$ cat src/verilog/dbr_pkg.sv
// package of constants and carrier types for the dma bus request and reset block
// How it works
// - request output is active high for DMA
// - request raised automatically when FIFO needs service
// - reset enters reset mode immediately, asynchronously
// - no packets until start command bit set
// - reset sets command to 21h (stop bit set), clears mask, data, transmit config
// - internal reset completes within ten clocks
// - each DMA cycle takes four clocks, t1-t4
`default_nettype none
package dbr_pkg;

  // ****************************************************************
  // timing
  // ****************************************************************
  localparam int CLK_HZ            = 25000000;
  localparam int RESET_LIMIT_CYC   = 10;
  // internal init sweep; must stay within the reset limit
  localparam int INIT_CYC          = 8;
  localparam int DMA_PHASES        = 4;

  // ****************************************************************
  // reset values of the configuration registers held here
  // ****************************************************************
  localparam logic [7:0] CMD_RST   = 8'h21;
  localparam logic [7:0] IMASK_RST = 8'h00;
  localparam logic [7:0] DCFG_RST  = 8'h00;
  localparam logic [7:0] TCFG_RST  = 8'h00;
  localparam int         START_BIT = 1;
  localparam int         STOP_BIT  = 0;

  // ****************************************************************
  // types
  // ****************************************************************
  typedef enum logic [1:0] {
    DBR_PH_T1,
    DBR_PH_T2,
    DBR_PH_T3,
    DBR_PH_T4
  } dbr_phase_t;

  typedef struct packed {
    logic [7:0] cmd;
    logic [7:0] imask;
    logic [7:0] dcfg;
    logic [7:0] tcfg;
  } dbr_cfg_t;

  typedef struct packed {
    logic       we;
    logic [1:0] sel;
    logic [7:0] data;
  } dbr_wr_t;

endpackage
`default_nettype wire

$ cat src/verilog/dbr_cfg_mem.sv
// small register store for the four reset-affected configuration registers
`default_nettype none
module dbr_cfg_mem (
  // clock and reset
  input  wire logic          sys_clk,
  input  wire logic          arst_n,
  // control
  input  wire logic          init_en,
  input  wire dbr_pkg::dbr_wr_t wr,
  // contents
  output var  dbr_pkg::dbr_cfg_t cfg
);
  import dbr_pkg::*;

  // reset returns every register to its value immediately
  always_ff @(posedge sys_clk or negedge arst_n) begin
    if (!arst_n) begin
      cfg <= '{cmd: CMD_RST, imask: IMASK_RST, dcfg: DCFG_RST, tcfg: TCFG_RST};
    end else if (init_en) begin
      cfg <= '{cmd: CMD_RST, imask: IMASK_RST, dcfg: DCFG_RST, tcfg: TCFG_RST};
    end else if (wr.we) begin
      case (wr.sel)
        2'h0:    cfg.cmd   <= wr.data;
        2'h1:    cfg.imask <= wr.data;
        2'h2:    cfg.dcfg  <= wr.data;
        default: cfg.tcfg  <= wr.data;
      endcase
    end
  end

endmodule
`default_nettype wire

$ cat src/verilog/dbr_top.sv
// bus request, grant handshake and reset sequencing of the dma engine
`default_nettype none
module dbr_top #(
  parameter int MAX_BURST = 8
) (
  // clock and reset
  input  wire logic              sys_clk,
  input  wire logic              arst_n,
  // system bus arbitration
  input  wire logic              bus_grant_in,
  output logic                   bus_request_out,
  output logic                   bus_own_out,
  output logic [1:0]             dma_phase_out,
  // fifo service
  input  wire logic              fifo_need_svc,
  input  wire logic [7:0]        fifo_words,
  output logic                   fifo_word_done,
  // configuration writes
  input  wire dbr_pkg::dbr_wr_t  cfg_wr,
  output logic                   start_command_bit,
  output logic                   net_enable,
  output logic                   init_busy,
  output dbr_pkg::dbr_cfg_t      cfg_out
);
  import dbr_pkg::*;

  // refuse settings the counters cannot serve
  if (MAX_BURST < 1 || MAX_BURST > 255) begin : g_bad_burst
    $error("MAX_BURST out of range");
  end
  // the output register adds one edge to the internal sweep
  if (INIT_CYC < 1 || INIT_CYC + 1 > RESET_LIMIT_CYC) begin : g_bad_init
    $error("init longer than reset limit");
  end

  // ****************************************************************
  // grant synchroniser: three stages, change counts when last two agree
  // ****************************************************************
  logic gnt_s1_r, gnt_s2_r, gnt_s3_r, gnt_r;
  always_ff @(posedge sys_clk or negedge arst_n) begin
    if (!arst_n) begin
      gnt_s1_r <= 1'b0;
      gnt_s2_r <= 1'b0;
      gnt_s3_r <= 1'b0;
      gnt_r    <= 1'b0;
    end else begin
      gnt_s1_r <= bus_grant_in;
      gnt_s2_r <= gnt_s1_r;
      gnt_s3_r <= gnt_s2_r;
      if (gnt_s2_r == gnt_s3_r) begin
        gnt_r <= gnt_s3_r;
      end
    end
  end

  // ****************************************************************
  // reset sequencing
  // ****************************************************************
  logic [3:0] init_cnt_r;
  logic       init_busy_r;
  always_ff @(posedge sys_clk or negedge arst_n) begin
    if (!arst_n) begin
      init_cnt_r  <= 4'h0;
      init_busy_r <= 1'b1;
    end else if (init_busy_r) begin
      // finishes INIT_CYC edges after release, inside the limit
      if (init_cnt_r == 4'(INIT_CYC - 1)) begin
        init_busy_r <= 1'b0;
      end
      init_cnt_r <= init_cnt_r + 4'h1;
    end
  end

  // ****************************************************************
  // configuration store
  // ****************************************************************
  dbr_cfg_t cfg;
  dbr_wr_t  wr_gated;
  always_comb begin
    wr_gated    = cfg_wr;
    wr_gated.we = cfg_wr.we & ~init_busy_r;
  end

  dbr_cfg_mem u_cfg (
    .sys_clk (sys_clk),
    .arst_n  (arst_n),
    .init_en (init_busy_r),
    .wr      (wr_gated),
    .cfg     (cfg)
  );

  logic started;
  assign started = cfg.cmd[START_BIT] & ~cfg.cmd[STOP_BIT] & ~init_busy_r;

  // ****************************************************************
  // request / ownership machine
  // ****************************************************************
  typedef enum logic [1:0] {DBR_IDLE, DBR_REQ, DBR_OWN, DBR_REL} dbr_st_t;
  dbr_st_t    st_r;
  dbr_phase_t ph_r;
  logic [7:0] left_r;
  logic       req_r, own_r, done_r;
  logic       want_svc, take_req, last_t4, burst_end;

  // clip the fifo count to the longest burst the counter may hold
  function automatic logic [7:0] burst_len(input logic [7:0] words);
    return (words > 8'(MAX_BURST)) ? 8'(MAX_BURST) : words;
  endfunction

  // no request raised until started; packets stay idle
  assign want_svc  = started && fifo_need_svc && fifo_words != 8'h00;
  assign take_req  = (st_r == DBR_IDLE) && want_svc;
  assign last_t4   = (st_r == DBR_OWN) && (ph_r == DBR_PH_T4);
  // a lost grant also ends the burst at t4, so the bus is never kept
  assign burst_end = last_t4 && (left_r == 8'h01 || !gnt_r);

  always_ff @(posedge sys_clk or negedge arst_n) begin
    if (!arst_n) begin
      st_r <= DBR_IDLE;
    end else begin
      case (st_r)
        DBR_IDLE: begin
          if (take_req) begin
            st_r <= DBR_REQ;
          end
        end
        DBR_REQ: begin
          // request held until grant seen
          if (gnt_r) begin
            st_r <= DBR_OWN;
          end
        end
        DBR_OWN: begin
          if (burst_end) begin
            st_r <= DBR_REL;
          end
        end
        DBR_REL: begin
          // wait for grant to fall so a looped-back grant is not reused
          if (!gnt_r) begin
            st_r <= DBR_IDLE;
          end
        end
        default: begin
          st_r <= DBR_IDLE;
        end
      endcase
    end
  end

  // four phases per memory cycle, parked at t1 outside ownership
  always_ff @(posedge sys_clk or negedge arst_n) begin
    if (!arst_n) begin
      ph_r <= DBR_PH_T1;
    end else if (st_r != DBR_OWN) begin
      ph_r <= DBR_PH_T1;
    end else begin
      case (ph_r)
        DBR_PH_T1: ph_r <= DBR_PH_T2;
        DBR_PH_T2: ph_r <= DBR_PH_T3;
        DBR_PH_T3: ph_r <= DBR_PH_T4;
        default:   ph_r <= DBR_PH_T1;
      endcase
    end
  end

  // words left in the burst, one taken at each t4
  always_ff @(posedge sys_clk or negedge arst_n) begin
    if (!arst_n) begin
      left_r <= 8'h00;
    end else if (take_req) begin
      left_r <= burst_len(fifo_words);
    end else if (last_t4) begin
      left_r <= left_r - 8'h01;
    end
  end

  // request stands from the fifo's call to the last word
  always_ff @(posedge sys_clk or negedge arst_n) begin
    if (!arst_n) begin
      req_r <= 1'b0;
    end else if (take_req) begin
      req_r <= 1'b1;
    end else if (burst_end) begin
      req_r <= 1'b0;
    end
  end

  // bus cycles begin only once the synchronised grant is high
  always_ff @(posedge sys_clk or negedge arst_n) begin
    if (!arst_n) begin
      own_r <= 1'b0;
    end else if (st_r == DBR_REQ && gnt_r) begin
      own_r <= 1'b1;
    end else if (burst_end) begin
      own_r <= 1'b0;
    end
  end

  // one pulse per word as its t4 closes
  always_ff @(posedge sys_clk or negedge arst_n) begin
    if (!arst_n) begin
      done_r <= 1'b0;
    end else begin
      done_r <= last_t4;
    end
  end

  // ****************************************************************
  // registered outputs
  // ****************************************************************
  always_ff @(posedge sys_clk or negedge arst_n) begin
    if (!arst_n) begin
      start_command_bit <= 1'b0;
      net_enable        <= 1'b0;
      init_busy         <= 1'b1;
      cfg_out           <= '{cmd: CMD_RST, imask: IMASK_RST, dcfg: DCFG_RST, tcfg: TCFG_RST};
    end else begin
      start_command_bit <= cfg.cmd[START_BIT];
      net_enable        <= started;
      init_busy         <= init_busy_r;
      cfg_out           <= cfg;
    end
  end

  assign bus_request_out = req_r;
  assign bus_own_out     = own_r;
  assign dma_phase_out   = ph_r;
  assign fifo_word_done  = done_r;

endmodule
`default_nettype wire

$ cat config.mk
export PLATFORM = sky130hd
export DESIGN_NAME = dbr_top
export DESIGN_NICKNAME = d
export VERILOG_FILES = /design/src/verilog/dbr_pkg.sv /design/src/verilog/dbr_cfg_mem.sv /design/src/verilog/dbr_top.sv
export SDC_FILE = /design/constraint.sdc
export NUM_CORES = 1
export LEC_CHECK = 0
export BUFFER_PORTS_ARGS = -buffer_cell sky130_fd_sc_hd__buf_2
export CELL_PAD_IN_SITES_DETAIL_PLACEMENT = 1
export CELL_PAD_IN_SITES_GLOBAL_PLACEMENT = 2
export CORE_MARGIN = 2
export CORE_UTILIZATION = 40
export DETAILED_ROUTE_END_ITERATION = 8
export PLACE_DENSITY_LB_ADDON = 0.2
export SYNTH_ARGS = -nofsm -noshare
export SYNTH_HDL_FRONTEND = slang
export SYNTH_SLANG_ARGS = --single-unit
$ cat constraint.sdc
create_clock -name sys_clk -period 2.8 [get_ports sys_clk]
set_input_delay 0.14 -clock sys_clk [delete_from_list [all_inputs] [get_ports sys_clk]]
set_output_delay 0.14 -clock sys_clk [all_outputs]
set_load 0.02 [all_outputs]
## After elaboration in Yosys (flattened, before gate mapping)

Index checks and enable logic that the tools add are counted.

| word-level totals | value |
|---|---|
| flip-flop bits (word level) | 91 |
| bits of input ports | 23 |
| output and inout port bits | 40 |
| word-level logic and storage cells | 94 |

| operators by class | value |
|---|---|
| add/subtract/negate cells | 2 |
| order comparisons | 1 |
| equal/unequal tests | 17 |
| muxes and demuxes | 21 |
| bitwise gates (word level) | 5 |
| reduce and logical (&&, ||, !) cells | 25 |

Operator list:

| cell | number |
|---|---|
| 32-bit two-way mux | 2 |
| 8-bit two-way mux | 7 |
| 2-bit nonzero test | 7 |
| 2-bit == test, second input constant | 5 |
| 2-bit two-way mux | 5 |
| 2-bit inequality test, second input constant | 5 |
| 8-bit by 1-bit == test with 1-bit output, second input constant | 1 |
| 8-bit by 4-bit greater-than comparator with 1-bit output, second input constant | 1 |
| 2-bit one-hot mux with 4 select lines | 1 |
| 2-bit AND reduction | 4 |
| 8-bit nonzero test | 1 |
| 8-bit by 1-bit subtractor with 8-bit output, second input constant | 1 |
| 2-bit by 1-bit == test with 1-bit output, second input constant | 3 |
| 1-bit logical AND | 6 |
| 2-bit logical NOT | 3 |
| 2-bit one-hot mux with 3 select lines | 1 |
| 1-bit two-way mux | 5 |
| 4-bit by 1-bit adder with 4-bit output, second input constant | 1 |
| 4-bit by 3-bit == test with 1-bit output, second input constant | 1 |
| 4-bit AND reduction | 1 |
| 1-bit bitwise AND | 3 |
| 3-bit OR reduction | 1 |
| 2-bit by 1-bit inequality test with 1-bit output, second input constant | 1 |
| 1-bit inverter | 2 |
| 3 further kinds | 3 |

## Logic depth before layout (Yosys ltp)

Gate-level depths: netlist of the first run.

| depth | value |
|---|---|
| depth after elaboration | 8 |
| gate-level depth with buffers | 7 |
| mapped depth without buffers | 6 |

## By module

A second synthesis of the first run with hierarchy kept.

| second synthesis, totals | value |
|---|---|
| cells, all modules | 263 |
| area, all modules | 3582.2 µm² |

By module, submodules not included:

| module | instances | cells each | area each (µm²) | seq. area each (µm²) |
|---|---|---|---|---|
| dbr_top | 1 | 143 | 2119.5 | 1456.4 |
| dbr_cfg_mem | 1 | 120 | 1462.7 | 803.3 |

## Worst setup path after synthesis of the first run

OpenSTA, ideal clock, no wires.

| timing path | value |
|---|---|
| kind | register -> register |
| from | reg ph_r[1], in the netlist dma_phase_out[1] |
| to | reg st_r[1] |
| library setup time | 0.128 ns |
| arrival | 1.615 ns |
| required time | 2.672 ns |
| setup slack | 1.057 ns |
| stages on the path, launching flop included | 6 |
| buffers on the path | 0 |
| clock period less this slack | 1.743 ns |
| cell sequence | dfrtp_1 -> ha_1 -> nor4b_1 -> a221oi_1 -> a211oi_2 -> mux2_1 |

| between the ends | value |
|---|---|
| cells in the longest elaborated chain, start to end | 5 |

Ends and longest elaborated chain:

| item | RTL line | source |
|---|---|---|
| from (decl) | dbr_top.sv:100 | `dbr_phase_t ph_r;` |
| from (signal assigned) | dbr_top.sv:154 | `ph_r <= DBR_PH_T1;` |
| from (signal assigned) | dbr_top.sv:156 | `ph_r <= DBR_PH_T1;` |
| from (signal assigned) | dbr_top.sv:159 | `DBR_PH_T1: ph_r <= DBR_PH_T2;` |
| 2-bit == test | dbr_top.sv:113 | `assign last_t4 = (st_r == DBR_OWN) && (ph_r == DBR_PH_T4);` |
| 1-bit logical AND | dbr_top.sv:113 |  |
| 1-bit logical AND | dbr_top.sv:115 | `assign burst_end = last_t4 && (left_r == 8'h01 \|\| !gnt_r);` |
| 2-bit inequality test (no source line) | n/a |  |
| 4-bit AND reduction (no source line) | n/a |  |
| to (signal assigned) | dbr_top.sv:119 | `st_r <= DBR_IDLE;` |
| to (signal assigned) | dbr_top.sv:124 | `st_r <= DBR_REQ;` |
| to (signal assigned) | dbr_top.sv:130 | `st_r <= DBR_OWN;` |
| to (decl) | dbr_top.sv:99 | `dbr_st_t st_r;` |

Every way passes these cells.
A chain may end at the register's enable or synchronous reset.

## Worst setup path after layout of the first run

Same ends and word-level chain as after synthesis.

==> flow_summary.ini, run 1 <==
[power]
clkPwrFrac_pct = 31.7
combPwrFrac_pct = 21.0
power_mw = 3.659
peakVddDrop_uv = 343.2
intPower_mw = 2.586
swShare_pct = 29.33
p_leak_nw = 2.089
seqPwrFrac_pct = 47.3
power_density_nw_per_um2 = 883.7
p_sw_mw = 1.073

[cells_and_area]
multi_input_area_um2 = 1075
fill_cells = 888
nets = 353
drive_above_1_share_pct = 30.46
stdcell_count = 430
seq_area_um2 = 2260
syn_to_final_growth_pct = 21.43
num_antenna_cells = 0

[timing]
slew_headroom_pct = 47.85
worst_slack_ps = 1019
min_period_ps = 1781
grt_setup_unrepaired = no
finalSetupTns_ps = 0
clock.fmax_ghz = 0.5615
period_share_pct = 63.61
skew_ps = 6.090
setup_viol = 0
hold_viol = 0
hold_slack_ps = 51.79
slew_violations = 0
max_slew.worst_pin.slew_ps = 780.8

[placement]
hpwl_um = 4744
dp_cells = 412
gp_congestion = 0.7930
dp_slack_ps = 1018
portBuffers = 62

[global_route]
grt_pass1_wl_um = 10980
antenna_found_initial = 0
grt_overflow_total = 0
grt_max_degree = 60
grt_pass1_vias = 2198
grt_usage_pct = 16.14

[route]
ant_nets = 0
firstDrtPassIters = 4
post-route-drc-count = 0
vias = 2085
drt_iter0_markers = 40
wire_per_inst_um = 15.87
totalWireLength_um = 6824
vias_per_cell = 4.849

[setup_path]
crit_family = compound AO/OA/AOI/OAI gates
cp-startpoint = dma_phase_out[1]
path_cells = ha_1, nor4b_1, a221oi_1, a211oi_2, mux2_1
worstReg2RegStart = dma_phase_out[1]
path_buf_inv = 0
cpMaxStageDelayCell = dfrtp_1
worstPathArrival_ps = 2020
cp_max_fo = 5
slowest_delay_ps = 400
crit_required_ps = 3040
worstSetupPathType = reg2reg
rrSetupSlack_ps = 1020
critPathLaunchType = flop
endpoint_kind = flop

[yosys]
synth_seq_cells = 90
ys.flop_type = dfrtp_1
syn_area_um2 = 3410
synth-async-reset-ratio_pct = 100.0
synth_cell_types = 42
syn_inst = 250
yosysSeqAreaShare_pct = 66.28
yosysWarnings = 0
syn_avg_cell_area_um2 = 13.64
synth_nets = 283
synth_edf_count = 0

[floorplan]
ios = 63
coreArea_um2 = 8258
initial_core_util_pct = 41.29
die-area_um2 = 9279
die_x_um = 96.33
fp-row-count = 33
die_h_um = 96.33

[cts]
cts_sinks = 90
cts_buffer_depth = 2
numCtsBuffers = 9
clock_latency_ps = 350
path_clk_slew_ps = 90
cts_tree = built
cts_max_level = 3
root_buffer = clkbuf_8

[run]
drv_cap = 0

[hold_path]
hold_start = fifo_words[2]
hp-class = in2reg

[run_status]
status = finished clean
-- Yosys cell counts, drive strengths merged, types with 2 or more instances --
| cell | count | area [um^2] |
|---|---|---|
| o21ai | 3 | 15.01 |
| nor2 | 40 | 150.1 |
| nor3 | 2 | 10.01 |
| nand3b | 3 | 22.52 |
| mux2i | 31 | 310.3 |
| nor4b | 2 | 32.53 |
| nor4 | 3 | 37.54 |
| mux2 | 3 | 33.78 |
| nand3 | 6 | 30.03 |
| xnor2 | 5 | 43.79 |
| nor2b | 2 | 12.51 |
| a211o | 2 | 17.52 |
| inv | 10 | 37.54 |
| buf | 7 | 35.04 |
| a211oi | 2 | 25.02 |
| a21oi | 2 | 10.01 |
| a21o | 2 | 16.27 |
| xor2 | 5 | 43.79 |
| dfstp | 6 | 157.7 |
| clkbuf | 2 | 7.510 |
| dfrtp | 84 | 2102 |
| nor3b | 2 | 15.01 |
| nand2 | 3 | 11.26 |
| ha | 10 | 125.1 |
-- worst paths after layout --
| kind | endpoint | cells after the start |
|---|---|---|
| worst max-delay path | st_r[1] | 5 |
| worst min register to register | gnt_s2_r | 0 |
| worst max register to register | st_r[1] | 5 |
| min in group asynchronous | left_r[0] | 2 |
| worst min-delay path | left_r[2] | 3 |
| max in group asynchronous | init_busy_r | 3 |
-- state kept, by name (all words and copies together) (netlist names), 2 cells and up --
register,flops
cfg_out,32
u_cfg.cfg,32
left_r,8
init_cnt_r,4
dma_phase_out,2
st_r,2
-- metrics by stage --
stage	util [%]	instance area (um^2)
after floorplan	-	3410
after global placement	46.58	3846
after detailed placement	46.58	3846
after CTS	50.14	4140
after global routing	50.14	4140
final	50.14	4140
-- area by class of cell --
cell class	instances	area share, %
Tap cell	105	3.173
Clock buffer	10	3.324
Multi-Input combinational cell	141	25.96
Inverter	10	0.9066
Timing Repair Buffer	68	8.764
Clock inverter	6	3.294
Sequential cell	90	54.58
-- cells by family after synthesis --
| family | Yosys count | share of synthesized area [%] |
|---|---|---|
| XOR/XNOR | 10 | 2.569 |
| AND/OR/NAND/NOR | 71 | 11.23 |
| multiplexers | 34 | 10.09 |
| buffers and inverters | 19 | 2.349 |
| flip-flops | 90 | 66.28 |
| AO/OA/AOI/OAI | 15 | 3.523 |
| adder cells (fa/ha/maj) | 11 | 3.963 |
-- worst reg2reg max path: cells and delay by family (launching register included) --
family                     cells  cell delay, ps
AOI/OAI and AO/OA              2             410
adders and majority gates      1             240
DFF                            1             400
muxes                          1             350
and+or+nand+nor                1             260
-- layer usage --
metal	wire length [um]	part of all wire [%]	global-route usage (%)
met2	3439	50	25.81
met3	324	4.7	5.325
met1	2955	43	20.66
met4	105	1.5	5.634
met5	0	0	0
-- layout by cell type, fill, tap and decap left out, types with 2 or more instances in the layout --
| master | n |
|---|---|
| dfstp_2 | 6 |
| a211oi_2 | 2 |
| a21oi_1 | 2 |
| buf_2 | 61 |
| o21ai_0 | 3 |
| mux2i_1 | 31 |
| xnor2_1 | 5 |
| nor2_1 | 40 |
| nand2_1 | 3 |
| inv_1 | 10 |
| a211o_1 | 2 |
| nor2b_1 | 2 |
| ha_1 | 10 |
| dfrtp_1 | 84 |
| buf_4 | 5 |
| dlygate4sd3_1 | 2 |
| nand3b_1 | 3 |
| clkbuf_8 | 10 |
| bufinv_16 | 4 |
| nand3_1 | 6 |
| mux2_2 | 2 |
| nor4_2 | 3 |
| xor2_1 | 5 |
| nor3_1 | 2 |
-- power groups by stage --
stage          logic, mW  registers [mW]  clock network [mW]
6_report           0.767            1.73                1.16
5_1_grt            0.854            1.77                1.25
4_1_cts            0.785            1.74                1.19
3_5_place_dp       0.779            1.76                   0
3_3_place_gp       0.753            1.75                   0
2_1_floorplan      0.374            1.86                   0
-- repair_timing --
item	in CTS	in global routing
buffers inserted	0	0
hold buffers	2	0
gates resized for setup	0	0
hold endpoints to repair	57	0
Power figures use the tool's default switching activity.
==> inputs of run 2 (changes only) <==
--- a/config.mk
+++ b/config.mk
@@ -9,7 +9,7 @@
 export CELL_PAD_IN_SITES_DETAIL_PLACEMENT = 1
 export CELL_PAD_IN_SITES_GLOBAL_PLACEMENT = 2
 export CORE_MARGIN = 2
-export CORE_UTILIZATION = 40
+export CORE_UTILIZATION = 37
 export DETAILED_ROUTE_END_ITERATION = 8
 export PLACE_DENSITY_LB_ADDON = 0.2
 export SYNTH_ARGS = -nofsm -noshare
==> constraint.sdc (replaced) <==
create_clock -name sys_clk -period 1.7 [get_ports sys_clk]
set_input_delay 0.085 -clock sys_clk [delete_from_list [all_inputs] [get_ports sys_clk]]
set_output_delay 0.085 -clock sys_clk [all_outputs]
set_load 0.02 [all_outputs]
==> flow_summary.ini, run 2 (synthesized netlist as in run 1, its figures left out) <==
[route]
drt_iter0_markers = 72
post-route-drc-count = 0
totalWireLength_um = 7143
vias_per_cell = 4.750
firstDrtPassIters = 4
ant_nets = 0
vias = 2147
wire_per_inst_um = 15.80

[cts]
clock_latency_ps = 360
numCtsBuffers = 9
root_buffer = clkbuf_8
cts_sinks = 90
cts_tree = built
path_clk_slew_ps = 90
cts_buffer_depth = 2
cts_max_level = 3

[cells_and_area]
syn_to_final_growth_pct = 26.13
fill_cells = 996
top_regs = cfg_out x32, u_cfg.cfg x32, left_r x8
num_antenna_cells = 0
final_common_cell = dfrtp_1
nets = 369
drive_above_1_share_pct = 34.60
layout_common_cells = 82 x dfrtp_1, 61 x buf_2, 40 x nor2_1, 31 x mux2i_1, 17 x buf_4

[global_route]
antenna_found_initial = 0
grt_overflow_total = 0
grt_pass1_vias = 2319
grt_usage_pct = 15.60
grt_max_degree = 40
grt_pass1_wl_um = 11740

[setup_path]
cpMaxStageDelayCell = dfrtp_1
slowest_delay_ps = 400
worstPathArrival_ps = 1910
worstSetupPathDepth = 6
worst_r2r_path_depth = 6
crit_required_ps = 1940
worstSetupPathType = reg2reg
cp_max_fo = 2
crit_family = flip-flops
path_cells = inv_2, ha_4, nor4b_4, a221oi_2, a211oi_2, mux2_4
critPathLaunchType = flop
endpoint_kind = flop
path_buf_inv = 1

[timing]
hold_slack_ps = 7.759
min_period_ps = 1668
hold_viol = 0
grt_setup_unrepaired = yes
slew_headroom_pct = 58.76
period_share_pct = 98.10
max_slew.worst_pin.slew_ps = 616.8
setup_viol = 0
slew_violations = 0
skew_ps = 7.451
clock.fmax_ghz = 0.5996
finalSetupTns_ps = 0

[floorplan]
die_h_um = 100.0
coreArea_um2 = 9109
die_x_um = 100.0
die-area_um2 = 9999
initial_core_util_pct = 37.43
fp-row-count = 35
ios = 63

[power]
power_density_nw_per_um2 = 1411
p_leak_nw = 2.167
peakVddDrop_uv = 523.7

[placement]
hpwl_um = 4915
portBuffers = 62
gp_congestion = 0.6747

[run]
drv_cap = 0

[hold_path]
hold_depth = 3
hp-class = in2reg

[run_status]
status = finished clean
-- run 2: cell types whose count changed in the layout (fill, tap and decap cells not counted), moves of 2 or more --
cell           change
dfrtp_2            +2
clkbuf_1           +2
dfrtp_1            -2
buf_4             +12
dlygate4sd3_1      +3
-- run 2: area by class of cell --
type                    instances  area (um^2)  area share (%)
flip-flops and latches         90         2262           52.60
multi-input cells             141         1115           25.92
repair buffers                 84        503.0           11.70
clock buffers                  12        145.1           3.375
well taps                     111        138.9           3.230
clock inverters                 4        98.84           2.299
inverters                      10        37.54          0.8729
-- run 2: what timing repair did --
action	4_1_cts	5_1_grt
endpoints found under the hold margin	36	0
pin swaps	1	2
hold buffers	5	0
buffers inserted	0	2
endpoints found under the setup margin	1	2
gates resized for setup	2	6
-- run 2: power breakdown --
group	leakage [nW]	switching (mW)	internal (mW)
clock network	0.121	0.743	1.02
logic	0.976	0.820	0.631
registers	1.07	0.271	2.58
-- run 2: worst paths after layout --
kind,from,endpoint,slack [ps]
worst max register to register,left_r[1],st_r[1],30
worst min register to register,gnt_s1_r,gnt_s2_r,350
min in group asynchronous,arst_n,left_r[1],220
worst max-delay path,left_r[1],st_r[1],30
max in group asynchronous,arst_n,init_busy_r,820
worst min-delay path,fifo_words[0],left_r[0],8
-- run 2: through the flow --
| step | power [mW] | std cells | utilization, % | setup slack (ps) | instance area (um^2) |
|---|---|---|---|---|---|
| after floorplan | 3.690 | 250 | - | 31.51 | 3412 |
| after global placement | 4.222 | 429 | 43.38 | 37.07 | 3951 |
| after detailed placement | 4.270 | 429 | 43.38 | -2.982 | 3951 |
| after CTS | 6.070 | 450 | 46.74 | 6.956 | 4258 |
| after global routing | 6.430 | 452 | 47.21 | -14.11 | 4300 |
| final | 6.067 | 452 | 47.21 | 32.36 | 4300 |
-- run 2: tightest hold or removal path: stages --
cell     delay (ps)
buf_2           100
nand3_1          60
o21ai_0          90
-- run 2: per-layer routing --
| metal | vias to the layer above | global-route usage (%) | share of wire, % |
|---|---|---|---|
| met5 | - | 0 | 0 |
| met2 | 38 | 25.94 | 51 |
| li1 | 1009 | - | - |
| met1 | 1092 | 18.81 | 43 |
| met3 | 8 | 5.084 | 4.8 |
| met4 | 0 | 6.322 | 1.3 |
==> inputs of run 3 (changes only) <==
--- a/config.mk
+++ b/config.mk
@@ -8,6 +8,7 @@
 export BUFFER_PORTS_ARGS = -buffer_cell sky130_fd_sc_hd__buf_2
 export CELL_PAD_IN_SITES_DETAIL_PLACEMENT = 1
 export CELL_PAD_IN_SITES_GLOBAL_PLACEMENT = 2
+export CORE_ASPECT_RATIO = 0.7
 export CORE_MARGIN = 2
 export CORE_UTILIZATION = 37
 export DETAILED_ROUTE_END_ITERATION = 8
==> flow_summary.ini, run 3 (synthesized netlist as in run 1, its figures left out) <==
[power]
swShare_pct = 30.07
peakVddDrop_uv = 567.0
intPower_mw = 4.520
clkPwrFrac_pct = 31.2
combPwrFrac_pct = 24.7
p_sw_mw = 1.944
seqPwrFrac_pct = 44.1
p_leak_nw = 2.187
power_density_nw_per_um2 = 1474

[cts]
root_buffer = clkbuf_16
path_clk_slew_ps = 60
cts_max_level = 3
cts_buffer_depth = 2
cts_tree = built
cts_sinks = 90
numCtsBuffers = 9
clock_latency_ps = 340

[setup_path]
worstSetupPathType = reg2reg
path_buf_inv = 1
crit_required_ps = 1920
cp_max_fo = 2
critPathLaunchType = flop
crit_family = compound AO/OA/AOI/OAI gates
slowest_delay_ps = 390
path_cells = inv_2, ha_4, nor4b_4, a221oi_2, a211oi_2, mux2_4
worst_r2r_path_depth = 6
worstPathArrival_ps = 1910
cpMaxStageDelayCell = dfrtp_1
worstReg2RegStart = left_r[1]
r2r_end = st_r[1]
rrSetupSlack_ps = 10
endpoint_kind = flop

[hold_path]
hp-class = in2reg
min_to = u_cfg.cfg[29]
hold_depth = 2
hold_start = cfg_wr[5]

[floorplan]
die_x_um = 118.7
ios = 63
die_h_um = 84.32
die-area_um2 = 10010
initial_core_util_pct = 37.89
coreArea_um2 = 8999
fp-row-count = 29

[timing]
slew_headroom_pct = 55.62
min_period_ps = 1689
skew_ps = 5.145
period_share_pct = 99.36
clock.fmax_ghz = 0.5920
grt_setup_unrepaired = yes
max_slew.worst_pin.slew_ps = 663.7
hold_viol = 0
slew_violations = 0
finalSetupTns_ps = 0
setup_viol = 0

[route]
post-route-drc-count = 0
vias_per_cell = 4.625
firstDrtPassIters = 4
vias = 2146
totalWireLength_um = 7284
ant_nets = 0
wire_per_inst_um = 15.70
drt_iter0_markers = 92

[global_route]
grt_overflow_total = 0
grt_pass1_wl_um = 11800
grt_pass1_vias = 2211
grt_usage_pct = 15.64
antenna_found_initial = 0
grt_max_degree = 50

[cells_and_area]
final_common_cell = dfrtp_1
num_antenna_cells = 0
top_regs = cfg_out x32, u_cfg.cfg x32, left_r x8
drive_above_1_share_pct = 36.47
multi_input_area_um2 = 1132
seq_area_um2 = 2263
syn_to_final_growth_pct = 28.66
nets = 368
design_area_um2 = 4387
fill_cells = 983
layout_common_cells = 81 x dfrtp_1, 61 x buf_2, 40 x nor2_1, 31 x mux2i_1, 18 x buf_4

[placement]
hpwl_um = 4889
portBuffers = 62
gp_congestion = 0.7751
dpl_cell_area_um2 = 3975

[run_status]
status = finished clean

[run]
drv_cap = 0
[run 3: power by group through the flow]
stage	Sequential, mW	Clock (mW)	Combinational [mW]
6_report	2.85	2.02	1.60
5_1_grt	2.91	2.16	1.76
4_1_cts	2.84	2.08	1.47
3_5_place_dp	2.87	0	1.43
3_3_place_gp	2.85	0	1.41
2_1_floorplan	3.07	0	0.616
[run 3: worst register-to-register path, delay by kind of cell (launching register included)]
kind,cells,cell delay [ps]
flops,1,390
compound gates,2,400
mux,1,320
fa+ha+maj,1,120
buf+inv,1,80
simple gates,1,260
[run 3: routing by layer]
metal	vias to the layer above	global-route usage, %	wire length [um]
met4	0	6.818	138
met5	-	0	0
met2	44	22.05	3106
met1	1075	22.13	3693
met3	14	5.095	346
li1	1013	-	-
[run 3: final cells by class]
| class | count | area share (%) |
|---|---|---|
| Timing Repair Buffer | 83 | 11.21 |
| Clock inverter | 4 | 1.141 |
| Multi-Input combinational cell | 141 | 25.81 |
| Sequential cell | 90 | 51.60 |
| Clock buffer | 12 | 5.847 |
| Tap cell | 124 | 3.537 |
| Inverter | 10 | 0.8557 |
[run 3: through the flow]
step	util (%)	hold WS [ps]	total power [mW]	worst slack [ps]	std cells
after CTS	47.89	0.6218	6.390	9.557	462
final	48.75	12.45	6.465	10.91	464
after global placement	44.17	-48.87	4.256	19.81	443
after global routing	48.75	7.793	6.832	-37.43	464
after floorplan	-	-210.6	3.690	31.51	250
after detailed placement	44.17	-44.56	4.302	-23.23	443
[run 3: worst max path at each step]
stage	start	to	slack (ps)	cells past startpoint
after CTS	left_r[1]	st_r[1]	10	6
after global placement	left_r[1]	st_r[1]	20	6
after global routing	left_r[1]	st_r[1]	-40	6
after floorplan	dma_phase_out[1]	st_r[1]	30	5
after detailed placement	left_r[1]	st_r[1]	-20	6
final	left_r[1]	st_r[1]	10	6
[run 3: repair_timing]
action,4_1_cts,5_1_grt
hold buffers,2,0
pin swaps,1,2
setup endpoints to repair,1,3
hold endpoints to repair,85,0
gates resized for setup,0,13
setup buffers,1,3
